===== config.mk =====
export PLATFORM = sky130hd
export DESIGN_NAME = enc_count
export DESIGN_NICKNAME = d
export VERILOG_FILES = /design/src/design/enc_count_pkg.sv /design/src/design/enc_count.sv
export SDC_FILE = /design/constraint.sdc
export NUM_CORES = 2
export LEC_CHECK = 0
export BUFFER_PORTS_ARGS = -buffer_cell sky130_fd_sc_hd__buf_2
export CORE_ASPECT_RATIO = 0.8
export CORE_MARGIN = 10
export CORE_UTILIZATION = 40
export DETAILED_ROUTE_END_ITERATION = 7
export PLACE_DENSITY = 0.6
export RECOVER_POWER = 100
export SLEW_MARGIN = 30
export SYNTH_ARGS = -nofsm -noshare
export SYNTH_HDL_FRONTEND = slang
export SYNTH_SLANG_ARGS = --single-unit

===== constraint.sdc =====
create_clock -name i_clk -period 12.3 [get_ports i_clk]
set_input_delay 2.46 -clock i_clk [delete_from_list [all_inputs] [get_ports i_clk]]
set_output_delay 2.46 -clock i_clk [all_outputs]
set_load 0.01 [all_outputs]

===== src/design/enc_count_pkg.sv =====
package enc_count_pkg;
  localparam int CLK_HZ = 25_000_000;
  localparam int MS_PER_S = 1000;
  localparam int BASE_CYCLES = CLK_HZ / MS_PER_S;
  localparam int SEC_PER_MIN = 60;
  localparam int PER_FRAC = 22;
  localparam int UPD_MS [4] = '{1, 10, 100, 1000};
  localparam int UPD_MUL [4] = '{1000, 100, 10, 1};
  localparam int UPD_Q22 [4] = '{4194, 41943, 419430, 4194304};
  localparam int NIN = 6;
  localparam int IN_N = 2;
  localparam int IN_DI = 3;

  localparam logic [3:0] A_CTRL = 4'h0;
  localparam logic [3:0] A_CFG = 4'h1;
  localparam logic [3:0] A_HI = 4'h2;
  localparam logic [3:0] A_LO = 4'h3;
  localparam logic [3:0] A_START = 4'h4;
  localparam logic [3:0] A_CMP0 = 4'h5;
  localparam logic [3:0] A_CMP1 = 4'h6;
  localparam logic [3:0] A_HYST = 4'h7;
  localparam logic [3:0] A_CMPCFG = 4'h8;
  localparam logic [3:0] A_IPU = 4'h9;
  localparam logic [3:0] A_COUNT = 4'hA;
  localparam logic [3:0] A_CAPT = 4'hB;
  localparam logic [3:0] A_FREQ = 4'hC;
  localparam logic [3:0] A_PER = 4'hD;
  localparam logic [3:0] A_VEL = 4'hE;
  localparam logic [3:0] A_STAT = 4'hF;

  localparam logic [31:0] RST_HI = 32'h7FFF_FFFF;
  localparam logic [31:0] RST_LO = 32'h8000_0000;
  localparam logic [31:0] RST_ZERO = 32'h0000_0000;
  localparam logic [31:0] RST_IPU = 32'h0000_0001;

  typedef enum logic [1:0] {ENC_QUAD, ENC_PULSE_DIR, ENC_PULSE, ENC_UPDOWN} enc_t;
  typedef enum logic [2:0] {CAP_OFF, CAP_RISE, CAP_FALL, CAP_BOTH, CAP_N} cap_t;
  typedef enum logic [2:0] {SYN_OFF, SYN_RISE, SYN_FALL, SYN_N, SYN_N_LVL} syn_t;
  typedef enum logic [1:0] {CMP_OFF, CMP_GE, CMP_LE, CMP_EQ} cond_t;
  typedef enum logic [1:0] {MT_FREQ, MT_PER, MT_VEL} meas_t;

  typedef struct packed {
    logic [6:0] filt;
    logic tb_min;
    logic [1:0] upd;
    meas_t mtype;
    logic meas_mode;
    logic gate_load;
    logic [1:0] sync_di;
    syn_t sync_sel;
    logic cap_reload;
    logic [1:0] cap_di;
    cap_t cap_sel;
    logic reload_opp;
    logic limit_stop;
    logic [1:0] hw_sel;
    logic hw_en;
    enc_t enc;
  } cfg_t;

  typedef struct packed {
    logic [23:0] pad;
    logic [3:0] ev_en;
    cond_t cond1;
    cond_t cond0;
  } cmpcfg_t;

  typedef struct packed {
    logic [31:0] counter;
    logic [31:0] capture;
    logic [31:0] measured;
    logic [7:0] status;
  } feedback_t;
endpackage : enc_count_pkg


===== src/design/enc_count.sv =====
// Design decisions made here: the register offsets and the plain strobed port.
module enc_count
  import enc_count_pkg::*;
#(
  parameter int UPD_BASE = BASE_CYCLES
) (
  input wire logic i_clk,
  input wire logic i_rst,
  input wire logic i_enc_a,
  input wire logic i_enc_b,
  input wire logic i_enc_n,
  input wire logic i_process_input_0,
  input wire logic i_process_input_1,
  input wire logic i_process_input_2,
  input wire logic [3:0] i_addr,
  input wire logic [31:0] i_wdata,
  input wire logic i_wr,
  input wire logic i_rd,
  output logic [31:0] o_rdata,
  output logic o_compare_output_0,
  output logic o_compare_output_1,
  output logic o_hw_event,
  output logic [3:0] o_event_cause,
  output feedback_t o_feedback
);
  function automatic logic di_pick(logic [NIN-1:0] v, logic [1:0] s);
    return (s == 2'h2) ? v[IN_DI+2] : (s == 2'h1) ? v[IN_DI+1] : v[IN_DI];
  endfunction : di_pick

  function automatic logic [31:0] sgn(logic s, logic [31:0] m);
    return s ? 32'(-m) : m;
  endfunction : sgn

  function automatic logic [31:0] to_float(logic s, logic [31:0] m, int adj);
    int p;
    logic [31:0] sh;
    p = 0;
    for (int i = 0; i < 32; i++) begin
      if (m[i]) p = i;
    end
    sh = m << (31 - p);
    if (m == 32'h0000_0000) return 32'h0000_0000;
    return {s, 8'(127 + p - adj), sh[30:8]};
  endfunction : to_float

  function automatic logic cmp_next(logic cur, cond_t c, logic [31:0] v,
                                    logic [31:0] r, logic [31:0] h);
    logic signed [32:0] d;
    logic signed [32:0] hh;
    d = $signed({v[31], v}) - $signed({r[31], r});
    hh = $signed({1'b0, h});
    case (c)
      CMP_GE: return cur ? !(d < -hh) : (d >= 0);
      CMP_LE: return cur ? !(d > hh) : (d <= 0);
      CMP_EQ: return cur ? !(d > hh || d < -hh) : (d == 0);
      default: return 1'b0;
    endcase
  endfunction : cmp_next

  logic [NIN-1:0] s1_r, s2_r, flt_r, prv_r;
  logic [6:0] fcnt_r [NIN];
  cfg_t cfg_r;
  cmpcfg_t ccfg_r;
  logic [1:0] ctrl_r;
  logic [31:0] hi_r, lo_r, start_r, cmp0_r, cmp1_r, hyst_r, ipu_r;
  logic [31:0] cnt_r, cnt_nxt, cap_r, rdata_r;
  logic auto_r, auto_nxt, gate_r, last_up_r;

  // input synchroniser and interference filter
  wire [NIN-1:0] raw_w = {i_process_input_2, i_process_input_1, i_process_input_0,
                          i_enc_n, i_enc_b, i_enc_a};
  always_ff @(posedge i_clk) begin
    s1_r <= raw_w;
    s2_r <= s1_r;
  end
  always_ff @(posedge i_clk) begin
    if (i_rst) begin
      flt_r <= '0;
      prv_r <= '0;
      for (int i = 0; i < NIN; i++) fcnt_r[i] <= '0;
    end else begin
      prv_r <= flt_r;
      for (int i = 0; i < NIN; i++) begin
        if (s2_r[i] == flt_r[i]) fcnt_r[i] <= '0;
        else if (fcnt_r[i] >= cfg_r.filt) begin
          flt_r[i] <= s2_r[i];
          fcnt_r[i] <= '0;
        end else fcnt_r[i] <= fcnt_r[i] + 7'h01;
      end
    end
  end

  // signal evaluation per encoder type
  wire a = flt_r[0], b = flt_r[1], pa = prv_r[0], pb = prv_r[1];
  wire a_rise = a & !pa;
  wire b_rise = b & !pb;
  logic step_w, up_w;
  always_comb begin
    step_w = 1'b0;
    up_w = 1'b1;
    case (cfg_r.enc)
      ENC_QUAD: begin
        step_w = (a ^ pa) ^ (b ^ pb);
        up_w = (a ^ pa) ? (a ^ pb) : !(b ^ pa);
      end
      ENC_PULSE_DIR: begin
        step_w = a_rise;
        up_w = !b;
      end
      ENC_PULSE: begin
        step_w = a_rise;
        up_w = !ctrl_r[1];
      end
      default: begin
        step_w = a_rise ^ b_rise;
        up_w = a_rise;
      end
    endcase
  end

  // gate, capture and synchronisation triggers
  wire hw_ok = !cfg_r.hw_en | di_pick(flt_r, cfg_r.hw_sel);
  wire gate_open = ctrl_r[0] & hw_ok & !auto_r;
  wire gate_rise = gate_open & !gate_r;
  wire step_ok = step_w & gate_open;
  wire n_rise = flt_r[IN_N] & !prv_r[IN_N];
  wire cdi = di_pick(flt_r, cfg_r.cap_di);
  wire cdi_p = di_pick(prv_r, cfg_r.cap_di);
  wire sdi = di_pick(flt_r, cfg_r.sync_di);
  wire sdi_p = di_pick(prv_r, cfg_r.sync_di);
  wire cap_hit = (cfg_r.cap_sel == CAP_RISE) ? cdi & !cdi_p :
                 (cfg_r.cap_sel == CAP_FALL) ? !cdi & cdi_p :
                 (cfg_r.cap_sel == CAP_BOTH) ? cdi ^ cdi_p :
                 (cfg_r.cap_sel == CAP_N) ? n_rise : 1'b0;
  wire sync_hit = (cfg_r.sync_sel == SYN_RISE) ? sdi & !sdi_p :
                  (cfg_r.sync_sel == SYN_FALL) ? !sdi & sdi_p :
                  (cfg_r.sync_sel == SYN_N) ? n_rise :
                  (cfg_r.sync_sel == SYN_N_LVL) ? n_rise & sdi : 1'b0;
  wire [31:0] start_eff = ($signed(start_r) > $signed(hi_r)) ? hi_r :
                          ($signed(start_r) < $signed(lo_r)) ? lo_r : start_r;
  wire ovf = step_ok & up_w & (cnt_r == hi_r);
  wire unf = step_ok & !up_w & (cnt_r == lo_r);
  wire [31:0] ovf_val = cfg_r.reload_opp ? lo_r : start_eff;
  wire [31:0] unf_val = cfg_r.reload_opp ? hi_r : start_eff;
  wire cap_load = cap_hit & cfg_r.cap_reload;
  wire gate_ld = gate_rise & cfg_r.gate_load;
  wire any_load = sync_hit | cap_load | gate_ld;

  always_comb begin
    if (sync_hit | cap_load | gate_ld) cnt_nxt = start_eff;
    else if (ovf) cnt_nxt = ovf_val;
    else if (unf) cnt_nxt = unf_val;
    else if (step_ok) cnt_nxt = up_w ? cnt_r + 32'h0000_0001 : cnt_r - 32'h0000_0001;
    else cnt_nxt = cnt_r;
  end
  wire sw_open_wr = i_wr && (i_addr == A_CTRL) && i_wdata[0] && !ctrl_r[0];
  assign auto_nxt = ((ovf | unf) & cfg_r.limit_stop) ? 1'b1 :
                    sw_open_wr ? 1'b0 : auto_r;

  // register writes
  always_ff @(posedge i_clk) begin
    if (i_rst) begin
      ctrl_r <= '0;
      cfg_r <= cfg_t'(RST_ZERO);
      ccfg_r <= cmpcfg_t'(RST_ZERO);
      hi_r <= RST_HI;
      lo_r <= RST_LO;
      start_r <= RST_ZERO;
      cmp0_r <= RST_ZERO;
      cmp1_r <= RST_ZERO;
      hyst_r <= RST_ZERO;
      ipu_r <= RST_IPU;
    end else if (i_wr) begin
      if (i_addr == A_CTRL) ctrl_r <= i_wdata[1:0];
      else if (i_addr == A_CFG) cfg_r <= cfg_t'(i_wdata);
      else if (i_addr == A_HI) hi_r <= i_wdata;
      else if (i_addr == A_LO) lo_r <= i_wdata;
      else if (i_addr == A_START) start_r <= i_wdata;
      else if (i_addr == A_CMP0) cmp0_r <= i_wdata;
      else if (i_addr == A_CMP1) cmp1_r <= i_wdata;
      else if (i_addr == A_HYST) hyst_r <= i_wdata;
      else if (i_addr == A_CMPCFG) ccfg_r <= cmpcfg_t'(i_wdata);
      else if (i_addr == A_IPU) ipu_r <= i_wdata;
    end
  end

  always_ff @(posedge i_clk) begin
    if (i_rst) begin
      cnt_r <= RST_ZERO;
      cap_r <= RST_ZERO;
      auto_r <= 1'b0;
      gate_r <= 1'b0;
      last_up_r <= 1'b1;
    end else begin
      cnt_r <= cnt_nxt;
      auto_r <= auto_nxt;
      gate_r <= gate_open;
      if (cap_hit) cap_r <= cnt_r;
      if (step_ok) last_up_r <= up_w;
    end
  end

  // free running update timer
  logic [31:0] pre_r;
  logic [9:0] ms_r;
  logic signed [31:0] net_r;
  wire ms_tick = (pre_r == 32'(UPD_BASE - 1));
  wire iv_end = ms_tick && (ms_r == 10'(UPD_MS[cfg_r.upd] - 1));
  always_ff @(posedge i_clk) begin
    if (i_rst) begin
      pre_r <= '0;
      ms_r <= '0;
      net_r <= '0;
    end else begin
      pre_r <= ms_tick ? '0 : pre_r + 32'h0000_0001;
      if (iv_end) ms_r <= '0;
      else if (ms_tick) ms_r <= ms_r + 10'h001;
      if (iv_end) net_r <= '0;
      else if (step_ok) net_r <= up_w ? net_r + 1 : net_r - 1;
    end
  end

  // measurement with serial divider
  typedef enum {M_IDLE, M_PER, M_VEL} mstate_t;
  mstate_t ms_st;
  logic nsg_r;
  logic [31:0] mag_r, dnum_r, dden_r, dquo_r;
  logic [32:0] drem_r;
  logic [4:0] dcnt_r;
  logic [31:0] freq_r, per_r, vel_r, freq_i, per_i, vel_i;
  wire [31:0] net_mag = net_r[31] ? 32'(-net_r) : 32'(net_r);
  wire [32:0] rem_sh = {drem_r[31:0], dnum_r[31]};
  wire dge = rem_sh >= {1'b0, dden_r};
  wire [31:0] quo_fin = {dquo_r[30:0], dge};
  wire [31:0] tb_mul = cfg_r.tb_min ? 32'(SEC_PER_MIN) : 32'h0000_0001;
  wire [31:0] f_mag = 32'(net_mag * 32'(UPD_MUL[cfg_r.upd]));
  wire [31:0] v_num = 32'(mag_r * 32'(UPD_MUL[cfg_r.upd]) * tb_mul);
  always_ff @(posedge i_clk) begin
    if (i_rst) begin
      ms_st <= M_IDLE;
      {nsg_r, mag_r, dnum_r, dden_r, dquo_r, drem_r, dcnt_r} <= '0;
      {freq_r, per_r, vel_r, freq_i, per_i, vel_i} <= '0;
    end else begin
      case (ms_st)
        M_IDLE: begin
          if (iv_end && gate_open) begin
            nsg_r <= net_r[31];
            mag_r <= net_mag;
            freq_r <= to_float(net_r[31], f_mag, 0);
            freq_i <= sgn(net_r[31], f_mag);
            dnum_r <= 32'(UPD_Q22[cfg_r.upd]);
            dden_r <= net_mag;
            {drem_r, dquo_r, dcnt_r} <= '0;
            ms_st <= M_PER;
          end
        end
        M_PER, M_VEL: begin
          drem_r <= dge ? rem_sh - {1'b0, dden_r} : rem_sh;
          dnum_r <= dnum_r << 1;
          dquo_r <= quo_fin;
          dcnt_r <= dcnt_r + 5'h01;
          if (dcnt_r == 5'h1F && ms_st == M_PER) begin
            per_r <= (mag_r == 0) ? '0 : to_float(nsg_r, quo_fin, PER_FRAC);
            per_i <= (mag_r == 0) ? '0 : sgn(nsg_r, quo_fin);
            dnum_r <= v_num;
            dden_r <= (ipu_r == 0) ? 32'h0000_0001 : ipu_r;
            {drem_r, dquo_r} <= '0;
            ms_st <= M_VEL;
          end else if (dcnt_r == 5'h1F) begin
            vel_r <= to_float(nsg_r, quo_fin, 0);
            vel_i <= sgn(nsg_r, quo_fin);
            ms_st <= M_IDLE;
          end
        end
        default: ms_st <= M_IDLE;
      endcase
    end
  end

  // comparison outputs and events
  wire [31:0] meas_i = (cfg_r.mtype == MT_PER) ? per_i :
                       (cfg_r.mtype == MT_VEL) ? vel_i : freq_i;
  wire [31:0] meas_f = (cfg_r.mtype == MT_PER) ? per_r :
                       (cfg_r.mtype == MT_VEL) ? vel_r : freq_r;
  wire [31:0] cmp_v = cfg_r.meas_mode ? meas_i : cnt_r;
  wire out0_nxt = cmp_next(o_compare_output_0, ccfg_r.cond0, cmp_v, cmp0_r, hyst_r);
  wire out1_nxt = cmp_next(o_compare_output_1, ccfg_r.cond1, cmp_v, cmp1_r, hyst_r);
  wire cmp_rise = (out0_nxt & !o_compare_output_0) | (out1_nxt & !o_compare_output_1);
  wire zero_x = (cnt_nxt == 0) && (cnt_r != 0);
  wire rev = step_ok && (up_w != last_up_r);
  wire [3:0] cause_w = {rev, zero_x, ovf | unf, cmp_rise} & ccfg_r.ev_en;
  wire [7:0] stat_w = {last_up_r, gate_open, o_compare_output_1, o_compare_output_0,
                       flt_r[IN_DI+2:IN_DI], auto_r};
  logic [31:0] rd_mux;
  always_comb begin
    if (i_addr == A_CTRL) rd_mux = {30'h0000_0000, ctrl_r};
    else if (i_addr == A_CFG) rd_mux = cfg_r;
    else if (i_addr == A_HI) rd_mux = hi_r;
    else if (i_addr == A_LO) rd_mux = lo_r;
    else if (i_addr == A_START) rd_mux = start_r;
    else if (i_addr == A_CMP0) rd_mux = cmp0_r;
    else if (i_addr == A_CMP1) rd_mux = cmp1_r;
    else if (i_addr == A_HYST) rd_mux = hyst_r;
    else if (i_addr == A_CMPCFG) rd_mux = ccfg_r;
    else if (i_addr == A_IPU) rd_mux = ipu_r;
    else if (i_addr == A_COUNT) rd_mux = cnt_r;
    else if (i_addr == A_CAPT) rd_mux = cap_r;
    else if (i_addr == A_FREQ) rd_mux = freq_r;
    else if (i_addr == A_PER) rd_mux = per_r;
    else if (i_addr == A_VEL) rd_mux = vel_r;
    else rd_mux = {24'h00_0000, stat_w};
  end

  always_ff @(posedge i_clk) begin
    if (i_rst) begin
      o_compare_output_0 <= 1'b0;
      o_compare_output_1 <= 1'b0;
      o_hw_event <= 1'b0;
      o_event_cause <= '0;
      o_feedback <= '0;
      rdata_r <= '0;
    end else begin
      o_compare_output_0 <= out0_nxt;
      o_compare_output_1 <= out1_nxt;
      o_hw_event <= |cause_w;
      o_event_cause <= cause_w;
      o_feedback <= '{cnt_r, cap_r, meas_f, stat_w};
      rdata_r <= i_rd ? rd_mux : '0;
    end
  end
  assign o_rdata = rdata_r;
endmodule : enc_count


After elaboration in Yosys (flattened, before gate mapping)
Memory sizes are Yosys's and may differ from the RTL's.
Cells that the tools add are included.
Widths: inputs -> output; s select.
{"block": "op_classes", "shifts": 3, "order_cmp": 18, "n_addsub": 28, "n_bitwise": 70, "reduce_logical": 75, "eq_ne": 56, "mux": 271, "mul": 3}
{"op": "$mux 32", "count": 123}
{"op": "$pmux 32 s2", "count": 4}
{"op": "$bmux 32 s2", "count": 3}
{"op": "$logic_not 32->1", "count": 6}
{"op": "$mux 7", "count": 18}
{"op": "$mux 1", "count": 109}
{"op": "$neg 32->32", "count": 3}
{"op": "$shl 32x32->31", "count": 3}
{"op": "$sub 6x32->32 const A", "count": 3}
{"op": "$ge 33x1->1 const B", "count": 2}
{"op": "$gt 33x33->1", "count": 2}
{"op": "$le 33x1->1 const B", "count": 2}
{"op": "$logic_not 33->1", "count": 2}
{"op": "$lt 33x33->1", "count": 2}
{"op": "$sub 32x32->33", "count": 2}
{"op": "$add 32x1->32 const B", "count": 2}
{"op": "$eq 32x2->1 const B", "count": 2}
{"op": "$eq 32x32->1", "count": 2}
{"op": "$mul 32x32->32", "count": 2}
{"op": "$mux 31", "count": 2}
{"op": "$pmux 31 s2", "count": 1}
{"op": "$add 7x1->7 const B", "count": 6}
{"op": "$ge 7x7->1", "count": 6}
{"op": "$ge 33x32->1", "count": 1}
{"op": "other kinds (64)", "count": 216}
{"block": "totals", "reg_bits": 987, "memories": 1, "ram_bits": 42, "in_bits": 46}
{"memory": "fcnt_r", "words": 6, "word_bits": 7, "rd": 6, "rd_clocked_by_memory_dff": 0, "wr": 6, "line_no": "enc_count.sv:61", "rtl": "logic [6:0] fcnt_r [NIN];"}

Depth between registers and ports, before layout
{"block": "logic_depth", "word_depth": 42, "ltp_mapped": 49, "ltp_nobuf": 44}

Worst setup path before layout
No wires, ideal clock.
{"block": "synth_timing", "path_type": "reg-to-reg", "start": "reg cfg_r[23] (netlist bit)", "end": "reg dnum_r[31]", "path_stages_with_launch": 47, "path_buffers": 5, "period_less_slack_ns": 11.354, "t_arrival_ns": 11.227, "setup_time_ns": 0.128, "setup_slack_ns": 0.946, "cell_sequence": "dfxtp_1 > clkbuf_1 > inv_1 > buf_1 > ha_1 > clkbuf_1 > clkbuf_1 > clkbuf_1 > nand2_1 > nand2_1 > ha_1 > inv_1 > fa_1 > fa_1 > fa_1 > inv_1 > ha_1 > ha_1 > [11 not listed] > o21ai_0 > a2111oi_0 > a311oi_1 > xnor2_1 > nand2_1 > inv_1 > fa_1 > fa_1 > fa_1 > ha_1 > or2_2 > a21oi_1 > a31oi_1 > xnor2_1 > xnor2_1 > xnor2_1 > a222oi_1 > nor2_1"}
{"block": "synth_between", "elab_chain_cells": 10, "elab_cells_between_ends": 21, "classes_between": "add/sub (1); mul (2); eq/ne (2); mux (12); bitwise (1); reduce/logical (3)"}
{"element": "start, declared", "line_no": "enc_count.sv:62", "rtl": "cfg_t cfg_r;"}
{"element": "start signal, assigned", "line_no": "enc_count.sv:164", "rtl": "cfg_r <= cfg_t'(RST_ZERO);"}
{"element": "start signal, assigned", "line_no": "enc_count.sv:175", "rtl": "else if (i_addr == A_CFG) cfg_r <= cfg_t'(i_wdata);"}
{"element": "$not 2->3 (not written as such) (*)", "line_no": "enc_count.sv:208, enc_count.sv:237, enc_count.sv:251"}
{"element": "branches (longest 9 deep; another with $mul 32x32->32)"}
{"element": "end signal, assigned", "line_no": "enc_count.sv:251", "rtl": "dnum_r <= 32'(UPD_Q22[cfg_r.upd]);"}
{"element": "end signal, assigned", "line_no": "enc_count.sv:259", "rtl": "dnum_r <= dnum_r << 1;"}
{"element": "end signal, assigned", "line_no": "enc_count.sv:265", "rtl": "dnum_r <= v_num;"}
{"element": "end, declared", "line_no": "enc_count.sv:227", "rtl": "logic [31:0] mag_r, dnum_r, dden_r, dquo_r;"}
Mark *: on every way between the ends. The select of a mux whose other input is x is not followed.
A chain may end at the register's enable or synchronous reset.

Worst setup path in the final report
{"block": "layout_timing", "start": "in i_rst", "end": "reg o_feedback[63] (netlist bit)"}
{"element": "start, declared", "line_no": "enc_count.sv:8", "rtl": "input wire logic i_rst,"}
{"element": "end signal, assigned", "line_no": "enc_count.sv:327", "rtl": "o_feedback <= '{cnt_r, cap_r, meas_f, stat_w};"}
{"element": "end, declared", "line_no": "enc_count.sv:24", "rtl": "output feedback_t o_feedback"}
No word-level cell between the ends.

==> results by group <==
Drt
  • Drt total wl: between 300000 and 400000 um
  • Antenna-violating nets left: 0
  • WL per Instance: 26.52 um
  • Vias/cell: between 5 and 6
  • DRT Pass-1 Iters: 8
  • Vias: around 79000
  • Remaining DRCs: 24
  • Detailed Route Iter0 Violations: around 11000

Floorplanning
  • Die Y: between 400 and 500 um
  • Io pins: around 190
  • Die W: ~530 um
  • Core ar.: roughly 210000 um2
  • Initial core utilization: ~40%
  • Row cnt: 150
  • Die ar.: roughly 230000 um2

Synth
  • Sequential fraction of the synthesis area: between 20% and 30%
  • Post-Syn Area: roughly 84000 um2
  • Synth Flop Type: dfxtp_1
  • Largest family of logic cells by synthesized area: adder cells
  • Yosys warns: 0
  • Cell count after synthesis: approximately 10000
  • Post-synth ARST share: 0%
  • Post-synthesis adder-cell area fraction: 22.15%
  • Yosys cell types: 103
  • Post-synth EDFFs: between 40 and 50
  • Mux cell area share after synthesis: 3.824%
  • Synth Area in Compound Gates: 18.91%
  • Post-Synth Simple-Gate Area: roughly a fifth
  • Number of synthesized register bits: ~1000
  • Xor/xnor share of the synthesized area: slightly above 5%
  • Mean Syn Cell Area: between 8 and 9 um2

Critical path
  • Largest delay contributor family on the critical path: buffers and inverters
  • Worst path max stage delay: a little under 3 ns
  • Worst path cell trace: clkbuf_1 -> clkbuf_1 -> clkbuf_2 -> clkbuf_2 -> nor2b_1
  • Reg2reg path depth: 38
  • Crit. path cell count: 5
  • CP Launch Type: input pin
  • Worst Path Max Fanout: 140
  • CP bufs+invs: 4
  • CP Data Arrival Time: 12.46 ns
  • Worst Path Required: between 10 and 15 ns
  • Crit Path Class: in -> reg
  • CP Capture Type: register
  • Crit path max-delay cell type: clkbuf_1
  • R2R Setup Slk: slightly below 0.8 ns

Clock tree
  • CTS Buf Count: about 110
  • Clock sinks: between 900 and 1000
  • Cts hold-fix bufs: 0
  • CTS-repair resized insts: 0
  • Clk slew on worst S/H paths: approximately 0.06 ns
  • Max Root-Sink Buffers: 3
  • CTS tree: built
  • Clock root cell: clkbuf_16
  • H-tree Lvls: 3
  • Post-CTS Setup Bufs: 0
  • Worst skew pair latency: 0.77 ns

Job
  • Maxcap violations: 14

Cells and area
  • Most flop-heavy register: o_feedback
  • Max FFs per register: 102
  • Biggest regs: o_feedback: 102 flops, fcnt_r: 42 flops
  • P&R area growth vs syn: 9.391%
  • Design Area, Final: a little over 90000 um2
  • Nets: roughly 12000
  • Layout cell share with drive strength beyond 1: 5.890%
  • Fillers: approximately 21000
  • Util after Layout: 44.08%

Timing
  • Maximum clock rate: between 80 and 90 MHz
  • Final worst slack: 0.3170 ns
  • Count of endpoints failing setup in the final report: 0
  • RSZ-0062 raised after global routing: no
  • Final hold viol count: 0
  • Crit path time final: between 10 and 15 ns
  • Worst Max-Slew Pin Slew: 4.270 ns
  • Fin. max-slew vios: ~740
  • Hold_ws: 0.3259 ns
  • Setup tns final: 0 ns
  • Worst slew margin: -184.7%
  • Skew final: about 0.057 ns
  • Period utilization: approximately 97%

Worst hold path
  • Worst hold path class: reg -> reg
  • Hold Path Stages: 0

Global routing
  • Vias in the first global route: approximately 74000
  • Initial antenna violation count: 39
  • First-pass GRT wire length: 512200 um
  • Largest net degree at the start of global routing: ~170
  • GRT Util Overall: between 20% and 30%
  • GRT overflow: 0

Status
  • Violated checks: DRC, capacitance limit, slew limit
  • Outcome: finished with violations

Power and ir drop
  • Static Leakage: roughly 40 nW
  • Power Dens Cells: slightly below 100 nW/um2
  • Worst vdd ir: ~130 uV

Placement
  • Routability cong.: between 1 and 1.5
  • IO Port Bufs: ~190
  • Detailed Place HPWL: approximately 280000 um
  • Dpl cell area: between 80000 and 90000 um2
  • Pre-CTS setup slack: approximately 0.6 ns
==> cells by family (layout without fill, tap and decap cells) <==
group                    count (synthesis)  after routing
multiplexers                           311            311
buffers and inverters                 1601           1571
adder cells (fa/ha/maj)               1240           1240
AO/OA/AOI/OAI                         2437           2437
AND/OR/NAND/NOR                       3409           3409
XOR/XNOR                               486            486
other                                    1             67
flip-flops                             995            995
==> per-layer routing <==
metal	up-vias	GRT usage, %	wire, um
met5	-	0.5219	513
met4	22	11.51	16730
met3	702	9.246	43820
met2	4264	37.88	130300
met1	38470	43.90	162100
li1	36030	-	-
==> cell usage in the layout (no fill, tap or decap), drive strengths merged, types with 106 or more instances in the layout <==
master and count:
fa 421, nand2 1241, nand2b 106, xor2 206, nand3 162, ha 819
nor2b 249, nor3 160, xnor2 279, buf 228, inv 992, a21oi 759
a22oi 206, a21o 124, and2 168, nor2 917, mux2i 249, o21ai 354
dfxtp 953, a211oi 318, clkbuf 301
==> power breakdown <==
group | internal, W | switching (W) | total (W)
logic | 0.000693 | 0.00137 | 0.00206
clock network | 0.00217 | 0.00158 | 0.00375
registers | 0.00329 | 0.0000527 | 0.00334
==> through the flow <==
stage | total power [W] | cells
2_1_floorplan | 0.004793 | 10520
3_3_place_gp | 0.005393 | 13090
3_5_place_dp | 0.005409 | 13100
4_1_cts | 0.009124 | 13300
5_1_grt | 0.009471 | 13310
6_report | 0.009153 | 13330
==> path summary, 6_finish.rpt <==
check        startpoint              to
max               i_rst  o_feedback[63]
min             s1_r[2]         s2_r[2]
max reg2reg    net_r[2]      freq_r[17]
min reg2reg     s1_r[2]         s2_r[2]
==> cell usage after synthesis (21+ instances only) <==
cell / n / share of area [%]
nand2_1: 1241 / 5.5
inv_1: 975 / 4.3
dfxtp_1: 953 / 23
nor2_1: 917 / 4.1
ha_1: 819 / 12
a21oi_1: 759 / 4.5
clkbuf_1: 553 / 2.5
fa_1: 421 / 10
o21ai_0: 345 / 2.0
a211oi_1: 317 / 2.8
xnor2_1: 279 / 2.9
mux2i_1: 249 / 3.0
nor2b_1: 249 / 1.8
a22oi_1: 206 / 1.8
xor2_1: 204 / 2.1
and2_1: 165 / 1.2
nand3_1: 161 / 0.96
nor3_1: 160 / 0.95
a21o_1: 124 / 1.1
nand2b_1: 105 / 0.78
nor4_1: 90 / 0.67
o211ai_1: 88 / 0.78
nand4_1: 79 / 0.59
o21a_1: 71 / 0.63
a31oi_1: 61 / 0.45
mux2_2: 57 / 0.76
and3_1: 55 / 0.41
or3_1: 55 / 0.41
o31ai_1: 52 / 0.46
edfxtp_1: 42 / 1.5
buf_1: 41 / 0.18
o22ai_1: 41 / 0.30
a221oi_1: 40 / 0.42
a222oi_1: 36 / 0.43
or2_2: 28 / 0.21
o21bai_1: 25 / 0.22
o221ai_1: 21 / 0.22
==> layout make-up <==
type                            instances  area [um2]  area share (%)
Timing Repair Buffer                  387        2216           2.402
Antenna cell                           23       57.56         0.06240
Sequential cell                       995       20350           22.06
Inverter                              978        3671           3.980
Clock buffer                          142        3127           3.390
Multi-Input combinational cell       7927       58380           63.29
Clock inverter                         64       920.9          0.9983
Tap cell                             2812        3518           3.814
Power figures use the tool's default switching activity.
